File: src/hdl/dsc_pkg.sv
package dsc_pkg;

  // channel and reference counts
  localparam int NUM_DPLL = 2;
  localparam int NUM_REF = 4;
  localparam int REF_W = 2;
  localparam int PRIO_W = 3;
  localparam int TRIG_W = 4;

  // failure trigger bit positions, shared by both trigger masks
  localparam int TRIG_LOS = 0;
  localparam int TRIG_SCM = 1;
  localparam int TRIG_CFM = 2;
  localparam int TRIG_GST = 3;

  // priority code that removes a reference from automatic selection
  localparam logic [PRIO_W-1:0] PRIO_EXCLUDE = 3'h7;

  // reset values of the per-channel configuration
  localparam logic [TRIG_W-1:0] SW_MASK_RST = 4'h8;
  localparam logic [TRIG_W-1:0] HO_MASK_RST = 4'h7;
  localparam logic [NUM_REF*PRIO_W-1:0] PRIO_RST = {3'h3, 3'h2, 3'h1, 3'h0};
  localparam logic HITLESS_RST = 1'h1;

  // gray coded along freerun -> normal -> holdover -> normal
  typedef enum logic [1:0] {
    ST_FREERUN = 2'h0,
    ST_NORMAL = 2'h1,
    ST_HOLDOVER = 2'h3
  } dsc_state_t;

  // failure indicators of one reference, bit order as the trigger masks
  typedef struct packed {
    logic gst;
    logic coarse_frequency_check_fail;
    logic single_period_check_fail;
    logic los;
  } dsc_fail_t;

  typedef struct packed {
    logic hitless;
    logic [TRIG_W-1:0] switch_trigger_mask;
    logic [TRIG_W-1:0] holdover_trigger_mask;
    logic [NUM_REF*PRIO_W-1:0] prio;
  } dsc_cfg_t;

  localparam dsc_cfg_t CFG_RST = '{
    hitless: HITLESS_RST,
    switch_trigger_mask: SW_MASK_RST,
    holdover_trigger_mask: HO_MASK_RST,
    prio: PRIO_RST
  };

  typedef struct packed {
    logic managed;
    logic [1:0] state_req;
    logic [REF_W-1:0] ref_req;
  } dsc_ctrl_t;

  typedef struct packed {
    logic [1:0] state;
    logic normal;
    logic holdover;
    logic [REF_W-1:0] ref_used;
    logic [2:0] ref_mon;
    logic locked;
    logic hitless;
  } dsc_status_t;

endpackage

File: src/hdl/dsc_state_ctrl.sv
`timescale 1ns/1ns
`default_nettype none

module dsc_state_ctrl
  import dsc_pkg::*;
#(
  parameter int N_DPLL = NUM_DPLL
) (
  // clock and reset
  input wire logic I_CLOCK,
  input wire logic I_RESET,
  // reference monitor indicators, shared by all channels
  input wire dsc_fail_t [NUM_REF-1:0] I_REF_FAIL,
  // per-channel configuration, captured on its write strobe
  input wire logic [N_DPLL-1:0] I_CFG_WR,
  input wire dsc_cfg_t [N_DPLL-1:0] I_CFG,
  // per-channel control bits
  input wire dsc_ctrl_t [N_DPLL-1:0] I_CTRL,
  // phase lock indication from each DPLL core
  input wire logic [N_DPLL-1:0] I_PHASE_LOCKED,
  // per-channel status
  output dsc_status_t [N_DPLL-1:0] O_STATUS
);

  // best available reference: lowest priority value, ties to lower index
  function automatic logic [REF_W:0] pick_best(
    input logic [NUM_REF-1:0] avail,
    input logic [NUM_REF*PRIO_W-1:0] prio
  );
    logic found;
    logic [REF_W-1:0] idx;
    logic [PRIO_W-1:0] best_p;
    found = 1'b0;
    idx = '0;
    best_p = PRIO_EXCLUDE;
    for (int r = 0; r < NUM_REF; r++) begin
      // strict compare keeps the earlier, lower-numbered reference on a tie
      if (avail[r] && (!found || prio[r*PRIO_W +: PRIO_W] < best_p)) begin
        found = 1'b1;
        idx = REF_W'(r);
        best_p = prio[r*PRIO_W +: PRIO_W];
      end
    end
    return {found, idx};
  endfunction

  function automatic logic [PRIO_W-1:0] prio_of(
    input logic [NUM_REF*PRIO_W-1:0] prio,
    input logic [REF_W-1:0] idx
  );
    return prio[idx*PRIO_W +: PRIO_W];
  endfunction

  // a reference is valid while none of its monitors flags a failure
  logic [NUM_REF-1:0] ref_valid;

  always_comb begin
    for (int r = 0; r < NUM_REF; r++) begin
      ref_valid[r] = ~|I_REF_FAIL[r];
    end
  end

  genvar g;
  generate
    for (g = 0; g < N_DPLL; g++) begin : g_dpll
      // nothing below is shared between channels
      dsc_cfg_t cfg_reg;
      dsc_state_t state_reg;
      dsc_state_t state_next;
      logic [REF_W-1:0] ref_reg;
      logic [REF_W-1:0] ref_next;
      logic managed_reg;
      dsc_status_t status_reg;
      logic [NUM_REF-1:0] ref_avail;
      logic [REF_W:0] best;
      logic best_found;
      logic [REF_W-1:0] best_idx;
      logic [TRIG_W-1:0] cur_fail;
      logic switch_cond;
      logic holdover_cond;
      logic cur_valid;
      logic best_higher;

      // configuration holds its documented defaults until software writes it
      always_ff @(posedge I_CLOCK) begin
        if (I_RESET) begin
          cfg_reg <= CFG_RST;
        end else if (I_CFG_WR[g]) begin
          cfg_reg <= I_CFG[g];
        end
      end

      always_comb begin
        for (int r = 0; r < NUM_REF; r++) begin
          ref_avail[r] = ref_valid[r] && (prio_of(cfg_reg.prio, REF_W'(r)) != PRIO_EXCLUDE);
        end
      end

      assign best = pick_best(ref_avail, cfg_reg.prio);
      assign best_found = best[REF_W];
      assign best_idx = best[REF_W-1:0];
      assign cur_fail = I_REF_FAIL[ref_reg];
      assign cur_valid = ref_valid[ref_reg];
      assign switch_cond = |(cur_fail & cfg_reg.switch_trigger_mask);
      assign holdover_cond = |(cur_fail & cfg_reg.holdover_trigger_mask);
      // only a strictly better priority pulls the selection back
      assign best_higher = best_found && (best_idx != ref_reg) &&
                           (prio_of(cfg_reg.prio, best_idx) < prio_of(cfg_reg.prio, ref_reg));

      always_comb begin
        state_next = state_reg;
        ref_next = ref_reg;
        if (I_CTRL[g].managed) begin
          if (I_CTRL[g].ref_req != ref_reg) begin
            // new selection always passes through holdover first
            ref_next = I_CTRL[g].ref_req;
            state_next = ST_HOLDOVER;
          end else begin
            case (I_CTRL[g].state_req)
              ST_FREERUN: begin
                state_next = ST_FREERUN;
              end
              ST_HOLDOVER: begin
                state_next = ST_HOLDOVER;
              end
              default: begin
                // normal requested: auto-holdover while the chosen input is bad
                if (holdover_cond || !cur_valid) begin
                  state_next = ST_HOLDOVER;
                end else begin
                  state_next = ST_NORMAL;
                end
              end
            endcase
          end
        end else begin
          // leaving managed mode keeps ref_reg; only conditions move it
          case (state_reg)
            ST_FREERUN: begin
              if (best_found) begin
                ref_next = best_idx;
                state_next = ST_NORMAL;
              end
            end
            ST_NORMAL, ST_HOLDOVER: begin
              if (switch_cond) begin
                if (best_found && best_idx != ref_reg) begin
                  ref_next = best_idx;
                  state_next = ST_NORMAL;
                end else begin
                  state_next = ST_HOLDOVER;
                end
              end else if (best_higher) begin
                ref_next = best_idx;
                state_next = ST_NORMAL;
              end else if (holdover_cond) begin
                state_next = ST_HOLDOVER;
              end else begin
                state_next = ST_NORMAL;
              end
            end
            default: begin
              state_next = ST_FREERUN;
            end
          endcase
        end
      end

      always_ff @(posedge I_CLOCK) begin
        if (I_RESET) begin
          state_reg <= ST_FREERUN;
          ref_reg <= '0;
        end else begin
          state_reg <= state_next;
          ref_reg <= ref_next;
        end
      end

      // mode is registered but feeds no status field or output; decisions use the live bit
      always_ff @(posedge I_CLOCK) begin
        if (I_RESET) begin
          managed_reg <= 1'b0;
        end else begin
          managed_reg <= I_CTRL[g].managed;
        end
      end

      // status is built from the next state so it lines up with state_reg
      always_ff @(posedge I_CLOCK) begin
        if (I_RESET) begin
          status_reg <= '0;
          status_reg.state <= ST_FREERUN;
          status_reg.hitless <= HITLESS_RST;
        end else begin
          status_reg.state <= state_next;
          status_reg.normal <= (state_next == ST_NORMAL);
          status_reg.holdover <= (state_next == ST_HOLDOVER);
          status_reg.ref_used <= ref_next;
          status_reg.ref_mon <= {I_REF_FAIL[ref_next].coarse_frequency_check_fail,
                                 I_REF_FAIL[ref_next].single_period_check_fail,
                                 I_REF_FAIL[ref_next].los};
          // lock only counts while the loop is actually tracking
          status_reg.locked <= (state_next == ST_NORMAL) && I_PHASE_LOCKED[g];
          status_reg.hitless <= cfg_reg.hitless;
        end
      end

      assign O_STATUS[g] = status_reg;
    end
  endgenerate

endmodule

`default_nettype wire

File: config.mk
export PLATFORM = sky130hd
export DESIGN_NAME = dsc_state_ctrl
export DESIGN_NICKNAME = d
export VERILOG_FILES = /design/src/hdl/dsc_pkg.sv /design/src/hdl/dsc_state_ctrl.sv
export SDC_FILE = /design/constraint.sdc
export NUM_CORES = 1
export LEC_CHECK = 0
export BUFFER_PORTS_ARGS = -buffer_cell sky130_fd_sc_hd__buf_2
export CORE_MARGIN = 3
export CORE_UTILIZATION = 50
export CTS_CLUSTER_DIAMETER = 40
export DETAILED_ROUTE_END_ITERATION = 12
export PLACE_DENSITY_LB_ADDON = 0.25
export SETUP_SLACK_MARGIN = 0.4
export SYNTH_ARGS = -nofsm -noshare
export SYNTH_HDL_FRONTEND = slang
export SYNTH_SLANG_ARGS = --single-unit
File: constraint.sdc
create_clock -name I_CLOCK -period 6.8 [get_ports I_CLOCK]
set_input_delay 0.68 -clock I_CLOCK [delete_from_list [all_inputs] [get_ports I_CLOCK]]
set_output_delay 0.68 -clock I_CLOCK [all_outputs]
set_load 0.05 [all_outputs]
# Word level (Yosys, flattened, before mapping)
# Index checks and enable logic that the tools add are counted.
totals:
  ramBits: 0
  input_bits: 74
  mem_count: 0
  mem_bits_ro: 0
  latchBits: 0
  output_inout_bits: 22
  regBits: 64
  word_cells: 188
op_classes:
  bitwise_logic: 4
  add_sub_neg: 0
  n_reduce_logical: 54
  n_shift: 4
  mux: 66
  mul: 4
  div: 0
  n_eq_ne: 22
  order_cmp: 12
ops:
  columns: ["cell", "count"]
  rows:
  - ["2-bit 2-to-1 mux", 32]
  - ["12-bit by 5-bit variable part select with 3-bit output", 4]
  - ["4-bit binary-select mux with 2-bit select", 4]
  - ["4-bit OR reduction", 8]
  - ["3-bit less-than comparator", 8]
  - ["3-bit 2-to-1 mux", 8]
  - ["3-bit != test, second input constant", 8]
  - ["2-bit case mux with 2 select lines", 6]
  - ["1-bit logical AND", 20]
  - ["4-bit bitwise AND", 4]
  - ["2-bit by 2-bit multiplier with 4-bit output, second input constant", 4]
  - ["2-bit == test, second input constant", 6]
  - ["1-bit zero test", 12]
  - ["2-bit by 3-bit less-than comparator with 1-bit output, second input constant", 4]
  - ["1-bit 2-to-1 mux", 12]
  - ["2-bit by 1-bit == test with 1-bit output, second input constant", 4]
  - ["2-bit zero test", 4]
  - ["1-bit logical OR", 8]
  - ["4-bit 2-to-1 mux", 2]
  - ["2-bit != test", 4]
  - ["1-bit binary-select mux with 2-bit select", 2]
  - ["2-bit OR reduction", 2]

# Depth between registers and ports, before layout
# Gate-level depths: netlist (run 1).
depth:
  word_depth: 26
  ltp_mapped: 32
  depth_no_buf: 31

# Worst setup path before layout (run 1)
# Ideal clock, no wire load.
synth_timing:
  kind: "in2reg"
  from: "input port I_REF_FAIL[0] in the netlist's numbering"
  to: "register g_dpll[0].status_reg, in the netlist O_STATUS[2]"
  path_slack_ns: -0.348
  required_ns: 6.677
  arrival_ns: 7.025
  n_path_buf: 1
  cell_stages: 29
  setup_time_ns: 0.123
  cell_sequence: "or4_1 nor2_1 ha_1 and3b_1 a311o_2 a21o_1 o21ai_0 ha_1 a21o_2 a211oi_1 nand3_1 nand2_1 nand2_1 o21a_1 ha_1 a211oi_1 nand2_1 o31a_1 buf_6 mux2_2 ha_1 nor2b_1 o21ai_0 nand3b_1 a31oi_1 a311oi_2 nor2_4 mux2i_1 o22ai_1"
synth_via:
  elab_chain_cells: 26
  word_cells_on_any_way: 43
  classes_between: "mul (1); order compare (4); eq/ne (1); shift (1); mux (20); bitwise (1); reduce/logical (15)"
synth_lines:
  columns: ["item", "line_no", "text"]
  rows:
  - ["start: declaration", "dsc_state_ctrl.sv:13", "input wire dsc_fail_t [NUM_REF-1:0] I_REF_FAIL,"]
  - ["4-bit OR reduction", "dsc_state_ctrl.sv:59", "ref_valid[r] = ~|I_REF_FAIL[r];"]
  - ["1-bit zero test", "dsc_state_ctrl.sv:59", null]
  - ["1-bit logical AND", "dsc_state_ctrl.sv:95", "ref_avail[r] = ref_valid[r] && (prio_of(cfg_reg.prio, REF_W'(r)) != PRIO_EXCLUDE);"]
  - ["3-bit 2-to-1 mux / 1-bit 2-to-1 mux (equally long branches)", "dsc_state_ctrl.sv:38", "if (avail[r] && (!found || prio[r*PRIO_W +: PRIO_W] < best_p)) begin"]
  - ["3-bit less-than comparator / 1-bit zero test (equally long branches)", "dsc_state_ctrl.sv:38", null]
  - ["1-bit logical OR", "dsc_state_ctrl.sv:38", null]
  - ["1-bit logical AND", "dsc_state_ctrl.sv:38", null]
  - ["3-bit 2-to-1 mux / 1-bit 2-to-1 mux (equally long branches)", "dsc_state_ctrl.sv:38", null]
  - ["(+10 left out)", null, null]
  - ["3-bit less-than comparator", "dsc_state_ctrl.sv:108", "(prio_of(cfg_reg.prio, best_idx) < prio_of(cfg_reg.prio, ref_reg));"]
  - ["1-bit logical AND", "dsc_state_ctrl.sv:107", "assign best_higher = best_found && (best_idx != ref_reg) &&"]
  - ["2-bit 2-to-1 mux", "dsc_state_ctrl.sv:153", "end else if (best_higher) begin"]
  - ["2-bit 2-to-1 mux", "dsc_state_ctrl.sv:146", "if (switch_cond) begin"]
  - ["2-bit case mux with 2 select lines", "dsc_state_ctrl.sv:138", "case (state_reg)"]
  - ["2-bit 2-to-1 mux", "dsc_state_ctrl.sv:113", "if (I_CTRL[g].managed) begin"]
  - ["4-bit binary-select mux with 2-bit select *", "dsc_state_ctrl.sv:201", "I_REF_FAIL[ref_next].los};"]
  - ["3-bit 2-to-1 mux (implied by the code) *", "dsc_state_ctrl.sv:201", null]
  - ["end: declaration", "dsc_state_ctrl.sv:73", "dsc_status_t status_reg;"]
# Every way passes the cells marked *; elsewhere a longest branch is shown, timed or not. The select of a mux whose other input is x is not followed.
# A chain may end at the register's enable or synchronous reset.

# Worst setup path after layout (run 1)
layout_timing:
  from: "input port I_REF_FAIL[0] in the netlist's numbering"
  to: "register g_dpll[1].status_reg, in the netlist O_STATUS[13]"
layout_via:
  elab_chain_cells: 26
  word_cells_on_any_way: 43
  classes_between: "mul (1); order compare (4); eq/ne (1); shift (1); mux (20); bitwise (1); reduce/logical (15)"
layout_lines:
  columns: ["item", "line_no"]
  rows:
  - ["4-bit OR reduction", "dsc_state_ctrl.sv:59"]
  - ["1-bit zero test", "dsc_state_ctrl.sv:59"]
  - ["1-bit logical AND", "dsc_state_ctrl.sv:95"]
  - ["3-bit 2-to-1 mux / 1-bit 2-to-1 mux (equally long branches)", "dsc_state_ctrl.sv:38"]
  - ["3-bit less-than comparator / 1-bit zero test (equally long branches)", "dsc_state_ctrl.sv:38"]
  - ["1-bit logical OR", "dsc_state_ctrl.sv:38"]
  - ["1-bit logical AND", "dsc_state_ctrl.sv:38"]
  - ["3-bit 2-to-1 mux / 1-bit 2-to-1 mux (equally long branches)", "dsc_state_ctrl.sv:38"]
  - ["(+10 left out)", null]
  - ["3-bit less-than comparator", "dsc_state_ctrl.sv:108"]
  - ["1-bit logical AND", "dsc_state_ctrl.sv:107"]
  - ["2-bit 2-to-1 mux", "dsc_state_ctrl.sv:153"]
  - ["2-bit 2-to-1 mux", "dsc_state_ctrl.sv:146"]
  - ["2-bit case mux with 2 select lines", "dsc_state_ctrl.sv:138"]
  - ["2-bit 2-to-1 mux", "dsc_state_ctrl.sv:113"]
  - ["4-bit binary-select mux with 2-bit select *", "dsc_state_ctrl.sv:201"]
  - ["3-bit 2-to-1 mux (implied by the code) *", "dsc_state_ctrl.sv:201"]
  - ["end: declaration", "dsc_state_ctrl.sv:73"]
# Marked as above.

==> impl_metrics.env, run 1 <==
export IMPL_critPathCaptureType="register"
export IMPL_wl_per_cell_um=19.4
export IMPL_area_growth_pct=33.8
export IMPL_drc=0
export IMPL_p_leak_nw=2.75
export IMPL_core_area_sq_um=8850
export IMPL_cts_htree_levels=3
export IMPL_crit_path_max_fanout=7
export IMPL_fin_util_pct=69.9
export IMPL_dp_hpwl_um=10500
export IMPL_clock_latency_ns=0.35
export IMPL_die_y_um=102
export IMPL_rows=34
export IMPL_max_clock_freq_mhz=148
export IMPL_cp_slowest_stage_delay_ns=0.58
export IMPL_grt_overflow_total=0
export IMPL_max_cap_viol_count=0
export IMPL_first_pass_iters=6
export IMPL_fin_tns_setup_ns=0
export IMPL_maxSlewHeadroom_pct=48.6
export IMPL_fin_area_sq_um=6180
export IMPL_io_buffers=95
export IMPL_grt_pass1_vias=4647
export IMPL_setup_viol=0
export IMPL_finalHoldViolCount=0
export IMPL_pwr_share_comb_pct=34.3
export IMPL_finalClockSkew_ns=0.0152
export IMPL_worstHoldPathType="register to register"
export IMPL_intPower_uw=763
export IMPL_drive_gt1_share_pct=38.8
export IMPL_grt_use_total_pct=27.8
export IMPL_grt_antenna_before_repair=0
export IMPL_ys_seq_elements=64
export IMPL_ys_types=80
export IMPL_critPathBufInv=2
export IMPL_cts_hold_fix_buffers=0
export IMPL_rsz0062_at_grt="yes"
export IMPL_synth_async_sr_flop_share_pct=0
export IMPL_die_area_sq_um=10400
export IMPL_power_density_nw_per_um2=194
export IMPL_ios=96
export IMPL_synthCells=513
export IMPL_vias=4830
export IMPL_synth_edff_count=0
export IMPL_period_share_pct=99.2
export IMPL_ys_seq_area_share_pct=27.7
export IMPL_largest_reg_flops=42
export IMPL_holdWs_ns=0.452
export IMPL_layout_common_cells="buf_2 (91), dfxtp_1 (64), buf_4 (59)"
export IMPL_dieWidth_um=102
export IMPL_p_clk_share_pct=28.3
export IMPL_placed_area_sq_um=5540
export IMPL_routabilityCongestion=0.988
export IMPL_syn_area_sq_um=4620
export IMPL_synth_flop_cell="dfxtp_1"
export IMPL_start_kind="input pin"
export IMPL_final_min_clock_period_ns=6.74
export IMPL_power_switching_uw=435
export IMPL_cts_tree="built"
export IMPL_clk_path_buf_depth=2
export IMPL_clock_root_buffer="clkbuf_8"
export IMPL_sw_frac_of_total_pct=36.3
export IMPL_power_frac_seq_pct=37.4
export IMPL_path_clk_slew_ns=0.08
export IMPL_dr_first_iter_drc_count=287
export IMPL_start_util_pct=52.2
export IMPL_peakVddDrop_mv=0.151
export IMPL_crit_family="compound AO/OA/AOI/OAI gates"
export IMPL_final_antenna_net_count=0
export IMPL_avgSynthCellArea_sq_um=9.00
export IMPL_cts_buffers=9
export IMPL_crit_slowest_cell="or4_4"
export IMPL_worst_pin_slew_ns=0.771
export IMPL_nets=754
export IMPL_yosys_warnings=0
export IMPL_grt_max_degree=39
export IMPL_outcome="finished clean"
export IMPL_cts_sinks=64
export IMPL_num_antenna_cells=0
export IMPL_critPathRequiredTime_ns=7.01
export IMPL_vias_per_cell=6.23
export IMPL_grt_first_pass_wirelength_um=23000
export IMPL_drt_total_wl_um=15000
export IMPL_criticalPathCategory="input pin to register"
export IMPL_mostFrequentLayoutCell="buf_2"
export IMPL_slew_violations=0
export IMPL_cp_arrival_ns=6.96
export IMPL_syn_num_nets=605
-- per-layer routing --
metal	global-route usage [%]	vias up	wire, um
li1	-	2261	-
met1	37.9	2291	6530
met2	44.8	239	6930
met3	5.39	39	1210
met4	8.78	0	379
met5	0	-	0
-- power groups by stage --
stage | combinational (mW) | sequential, mW | clock (mW)
floorplan | 0.230 | 0.484 | 0
global placement | 0.360 | 0.453 | 0
detailed placement | 0.368 | 0.454 | 0
CTS | 0.387 | 0.446 | 0.343
global route | 0.441 | 0.453 | 0.360
finish | 0.411 | 0.448 | 0.339
-- kinds of logic (layout without fill, tap and decap cells) --
family,count (synthesis),in the layout,synth area share [%]
and+or+nand+nor,172,173,19.0
AOI/OAI and AO/OA,144,145,23.3
muxes,70,70,19.7
DFF,64,64,27.7
buffers and inverters,38,190,3.93
adders and majority gates,18,18,4.88
xor gates and xnor gates,7,7,1.33
-- cell usage after synthesis (3+ instances only) --
| master | count | share of area (%) |
|---|---|---|
| inv_1 | 17 | 1.4 |
| nor2_1 | 47 | 3.8 |
| mux4_2 | 14 | 6.8 |
| dfxtp_1 | 64 | 28 |
| a221oi_1 | 3 | 0.57 |
| a22oi_1 | 7 | 1.1 |
| o21a_1 | 14 | 2.3 |
| a21o_1 | 6 | 0.98 |
| and2_2 | 3 | 0.49 |
| xnor2_1 | 5 | 0.95 |
| nand2b_1 | 5 | 0.68 |
| mux2_2 | 3 | 0.73 |
| or3_1 | 3 | 0.41 |
| nor3_1 | 5 | 0.54 |
| and3_1 | 5 | 0.68 |
| o211a_1 | 3 | 0.65 |
| ha_1 | 18 | 4.9 |
| a211oi_1 | 6 | 0.98 |
| nand3_1 | 9 | 0.98 |
| nand2_1 | 47 | 3.8 |
| a21boi_0 | 3 | 0.49 |
| clkbuf_1 | 7 | 0.57 |
| nor4_1 | 6 | 0.81 |
| a21oi_1 | 17 | 1.8 |
| a31oi_1 | 6 | 0.81 |
| o21ai_0 | 23 | 2.5 |
| or2_2 | 4 | 0.54 |
| o211ai_1 | 7 | 1.1 |
| nor2b_1 | 5 | 0.68 |
| nor3b_1 | 8 | 1.3 |
| buf_1 | 6 | 0.49 |
| and2_1 | 8 | 1.1 |
| a221o_1 | 3 | 0.65 |
| or4_1 | 5 | 0.81 |
| mux2i_1 | 51 | 11 |
| a21o_2 | 4 | 0.76 |
| o22ai_1 | 10 | 1.4 |
-- final timing paths --
kind                                                    startpoint  cells past startpoint  slack, ns                       to
worst max register to register   g_dpll[1].cfg_reg[4]$_SDFFE_PP0P_                     28       0.63  O_STATUS[13]$_SDFF_PP0_
worst min register to register  g_dpll[0].cfg_reg[20]$_SDFFE_PP1P_                      1       0.45   O_STATUS[0]$_SDFF_PP1_
worst max-delay path                                 I_REF_FAIL[0]                     32       0.06  O_STATUS[13]$_SDFF_PP0_
worst min-delay path            g_dpll[0].cfg_reg[20]$_SDFFE_PP1P_                      1       0.45   O_STATUS[0]$_SDFF_PP1_
-- through the flow --
stage / std cells / worst slack [ns] / power, mW
2_1_floorplan: 513 / 0.168 / 0.714
3_3_place_gp: 730 / -0.0934 / 0.813
3_5_place_dp: 730 / -0.192 / 0.822
4_1_cts: 767 / 0.382 / 1.18
5_1_grt: 775 / -0.199 / 1.25
6_report: 775 / 0.0559 / 1.20
-- timing repair --
action / 4_1_cts / 5_1_grt
gates resized for setup: 12 / 23
pin swaps: 7 / 24
endpoints found under the setup margin: 10 / 18
setup buffers: 19 / 8
gates cloned: 2 / 0
-- area by class of cell --
type	instances	area (sq um)
clock buffer	11	141
inverter	18	67.6
timing repair buffer	156	975
multi-input combinational	413	3520
tap	108	135
clock inverter	5	56.3
fill	709	2670
sequential	64	1280
(Power assumes the default switching activity.)
==> run 2, diff against run 1 <==
ABC_AREA = 1   (was unset)
==> impl_metrics.env, run 2 <==
export IMPL_max_cap_viol_count=0
export IMPL_cts_hold_fix_buffers=0
export IMPL_peakVddDrop_mv=0.120
export IMPL_drc=0
export IMPL_worstHoldPathType="register to register"
export IMPL_routabilityCongestion=0.887
export IMPL_topRoutingLayerUsed="met4"
export IMPL_ys_seq_elements=64
export IMPL_cts_buffers=9
export IMPL_num_antenna_cells=0
export IMPL_criticalPathCategory="input pin to register"
export IMPL_synthTopCellsByArea="dfxtp_1 (29%), nand2_1 (14%), nand3_1 (8.0%)"
export IMPL_wl_met1_um=6260
export IMPL_cts_htree_levels=3
export IMPL_crit_top_cell="nand2_1"
export IMPL_largest_reg_flops=42
export IMPL_critPathCaptureType="register"
export IMPL_dieWidth_um=100
export IMPL_finalClockSkew_ns=0.0135
export IMPL_synth_xor_area_share_pct=0.393
export IMPL_fin_util_pct=61.9
export IMPL_syn_num_nets=790
export IMPL_synth_top_area_cell="dfxtp_1"
export IMPL_ys_types=42
export IMPL_drt_total_wl_um=13400
export IMPL_ys_seq_area_share_pct=28.8
export IMPL_power_total_mw=1.17
export IMPL_rsz0062_at_grt="no"
export IMPL_io_buffers=95
export IMPL_yosys_warnings=0
export IMPL_setup_viol=0
export IMPL_crit_slowest_cell="ha_1"
export IMPL_period_share_pct=82.7
export IMPL_dr_wl_met2_um=5660
export IMPL_worst_pin_slew_ns=1.21
export IMPL_nets=874
export IMPL_grt_use_total_pct=27.0
export IMPL_postCtsSetupRepairBufs=0
export IMPL_wl_per_cell_um=15.0
export IMPL_clk_path_buf_depth=2
export IMPL_synthMuxAreaShare_pct=0
export IMPL_grt_first_pass_wirelength_um=21900
export IMPL_layout_common_cells="nand2_1 (161), buf_2 (95), inv_1 (76)"
export IMPL_die_area_sq_um=10100
export IMPL_first_pass_iters=5
export IMPL_power_density_nw_per_um2=224
export IMPL_start_kind="input pin"
export IMPL_path_clk_slew_ns=0.08
export IMPL_layout_setup_ws_ns=1.18
export IMPL_placed_area_sq_um=4970
export IMPL_slew_violations=0
export IMPL_synthAdderAreaFrac_pct=5.06
export IMPL_cp_slowest_stage_delay_ns=0.31
export IMPL_grt_pass1_vias=4649
export IMPL_yosys_top_cells_count="nand2_1 (161), inv_1 (76), nand3_1 (71)"
export IMPL_clock_latency_ns=0.35
export IMPL_rows=33
export IMPL_finalHoldViolCount=0
export IMPL_outcome="finished clean"
export IMPL_synth_edff_count=0
export IMPL_fin_tns_setup_ns=0
export IMPL_cts_resized=0
export IMPL_met3_length_um=1160
export IMPL_cp_arrival_ns=5.83
export IMPL_final_min_clock_period_ns=5.62
export IMPL_synth_async_sr_flop_share_pct=0
export IMPL_grt_antenna_before_repair=0
export IMPL_vias_per_cell=5.52
export IMPL_avgSynthCellArea_sq_um=6.38
export IMPL_synthCells=698
export IMPL_final_antenna_net_count=0
export IMPL_core_area_sq_um=8420
export IMPL_cts_tree="built"
export IMPL_crit_path_max_fanout=8
export IMPL_synthSimpleGateAreaFrac_pct=36.2
export IMPL_synth_compound_area_share_pct=20.8
export IMPL_mostFrequentLayoutCell="nand2_1"
export IMPL_synth_flop_cell="dfxtp_1"
export IMPL_cts_sinks=64
export IMPL_synth_top_area_share_pct=28.8
export IMPL_critPathRequiredTime_ns=7.01
export IMPL_vias=4925
export IMPL_max_clock_freq_mhz=178
export IMPL_grt_overflow_total=0
export IMPL_drive_gt1_share_pct=20.6
export IMPL_clock_root_buffer="clkbuf_8"
export IMPL_ios=96
export IMPL_dr_first_iter_drc_count=343
export IMPL_synth_top_family_by_area="simple AND/OR/NAND/NOR gates"
export IMPL_maxSlewHeadroom_pct=19.4
export IMPL_dp_slack_ns=0.948
export IMPL_grt_max_degree=41
export IMPL_syn_area_sq_um=4450
export IMPL_p_leak_nw=2.76
export IMPL_die_y_um=100
export IMPL_area_growth_pct=17.0
export IMPL_synth_most_common_cell="nand2_1"
export IMPL_dp_hpwl_um=9980
export IMPL_start_util_pct=52.9
export IMPL_fin_area_sq_um=5210
==> run 2: cell types whose count changed in the layout (fill, tap and decap cells not counted), sizes merged, moves of 16 or more <==
cell / delta
a21oi: +43
buf: -61
inv: +64
mux2i: -51
mux4: -16
nand2: +146
nand3: +67
nor2: +22
o21ai: +47
==> run 2: final cells by class <==
| type | count | area [sq um] |
|---|---|---|
| Fill cell | 857 | 3210 |
| Multi-Input combinational cell | 532 | 2780 |
| Sequential cell | 64 | 1280 |
| Timing Repair Buffer | 95 | 475 |
| Inverter | 80 | 303 |
| Clock buffer | 11 | 151 |
| Tap cell | 105 | 131 |
| Clock inverter | 5 | 86.3 |
==> run 2: metal layers <==
layer	GRT usage, %	vias to the layer above
met5	0	-
li1	-	2477
met2	41.7	222
met1	38.6	2202
met4	7.77	0
met3	4.45	24
==> run 2: stage by stage <==
step	instances	hold WS [ns]
floorplan	698	0.388
global placement	876	0.400
detailed placement	876	0.416
CTS	892	0.430
global route	892	0.454
finish	892	0.429
==> run 2: worst paths after layout <==
kind                                      start                       to  slack (ns)  depth (start not counted)
max                               I_REF_FAIL[0]  O_STATUS[15]$_SDFF_PP0_        1.18                         40
min          g_dpll[0].cfg_reg[20]$_SDFFE_PP1P_   O_STATUS[0]$_SDFF_PP1_        0.43                          2
max reg2reg   g_dpll[1].cfg_reg[2]$_SDFFE_PP0P_  O_STATUS[15]$_SDFF_PP0_        1.56                         37
min reg2reg  g_dpll[0].cfg_reg[20]$_SDFFE_PP1P_   O_STATUS[0]$_SDFF_PP1_        0.43                          2
==> run 2: report_power, final <==
part	total [mW]	leakage (nW)	internal (mW)	switching (mW)
clock network	0.393	0.121	0.230	0.163
logic	0.340	2.11	0.112	0.227
registers	0.435	0.532	0.404	0.0309
total	1.17	2.76	0.746	0.421
==> run 2: critical path, delay by kind of cell <==
| kind | cells | cell delay, ns |
|---|---|---|
| compound gates | 8 | 1.25 |
| fa+ha+maj | 4 | 1.21 |
| buf+inv | 3 | 0.25 |
| simple gates | 25 | 2.41 |
==> run 2: kinds of logic (layout without fill, tap and decap cells) <==
kind of cell             after synthesis  count (layout)
AND/OR/NAND/NOR                      349             349
AO/OA/AOI/OAI                        163             163
buffers and inverters                102             191
flip-flops                            64              64
adder cells (fa/ha/maj)               18              18
XOR/XNOR                               2               2
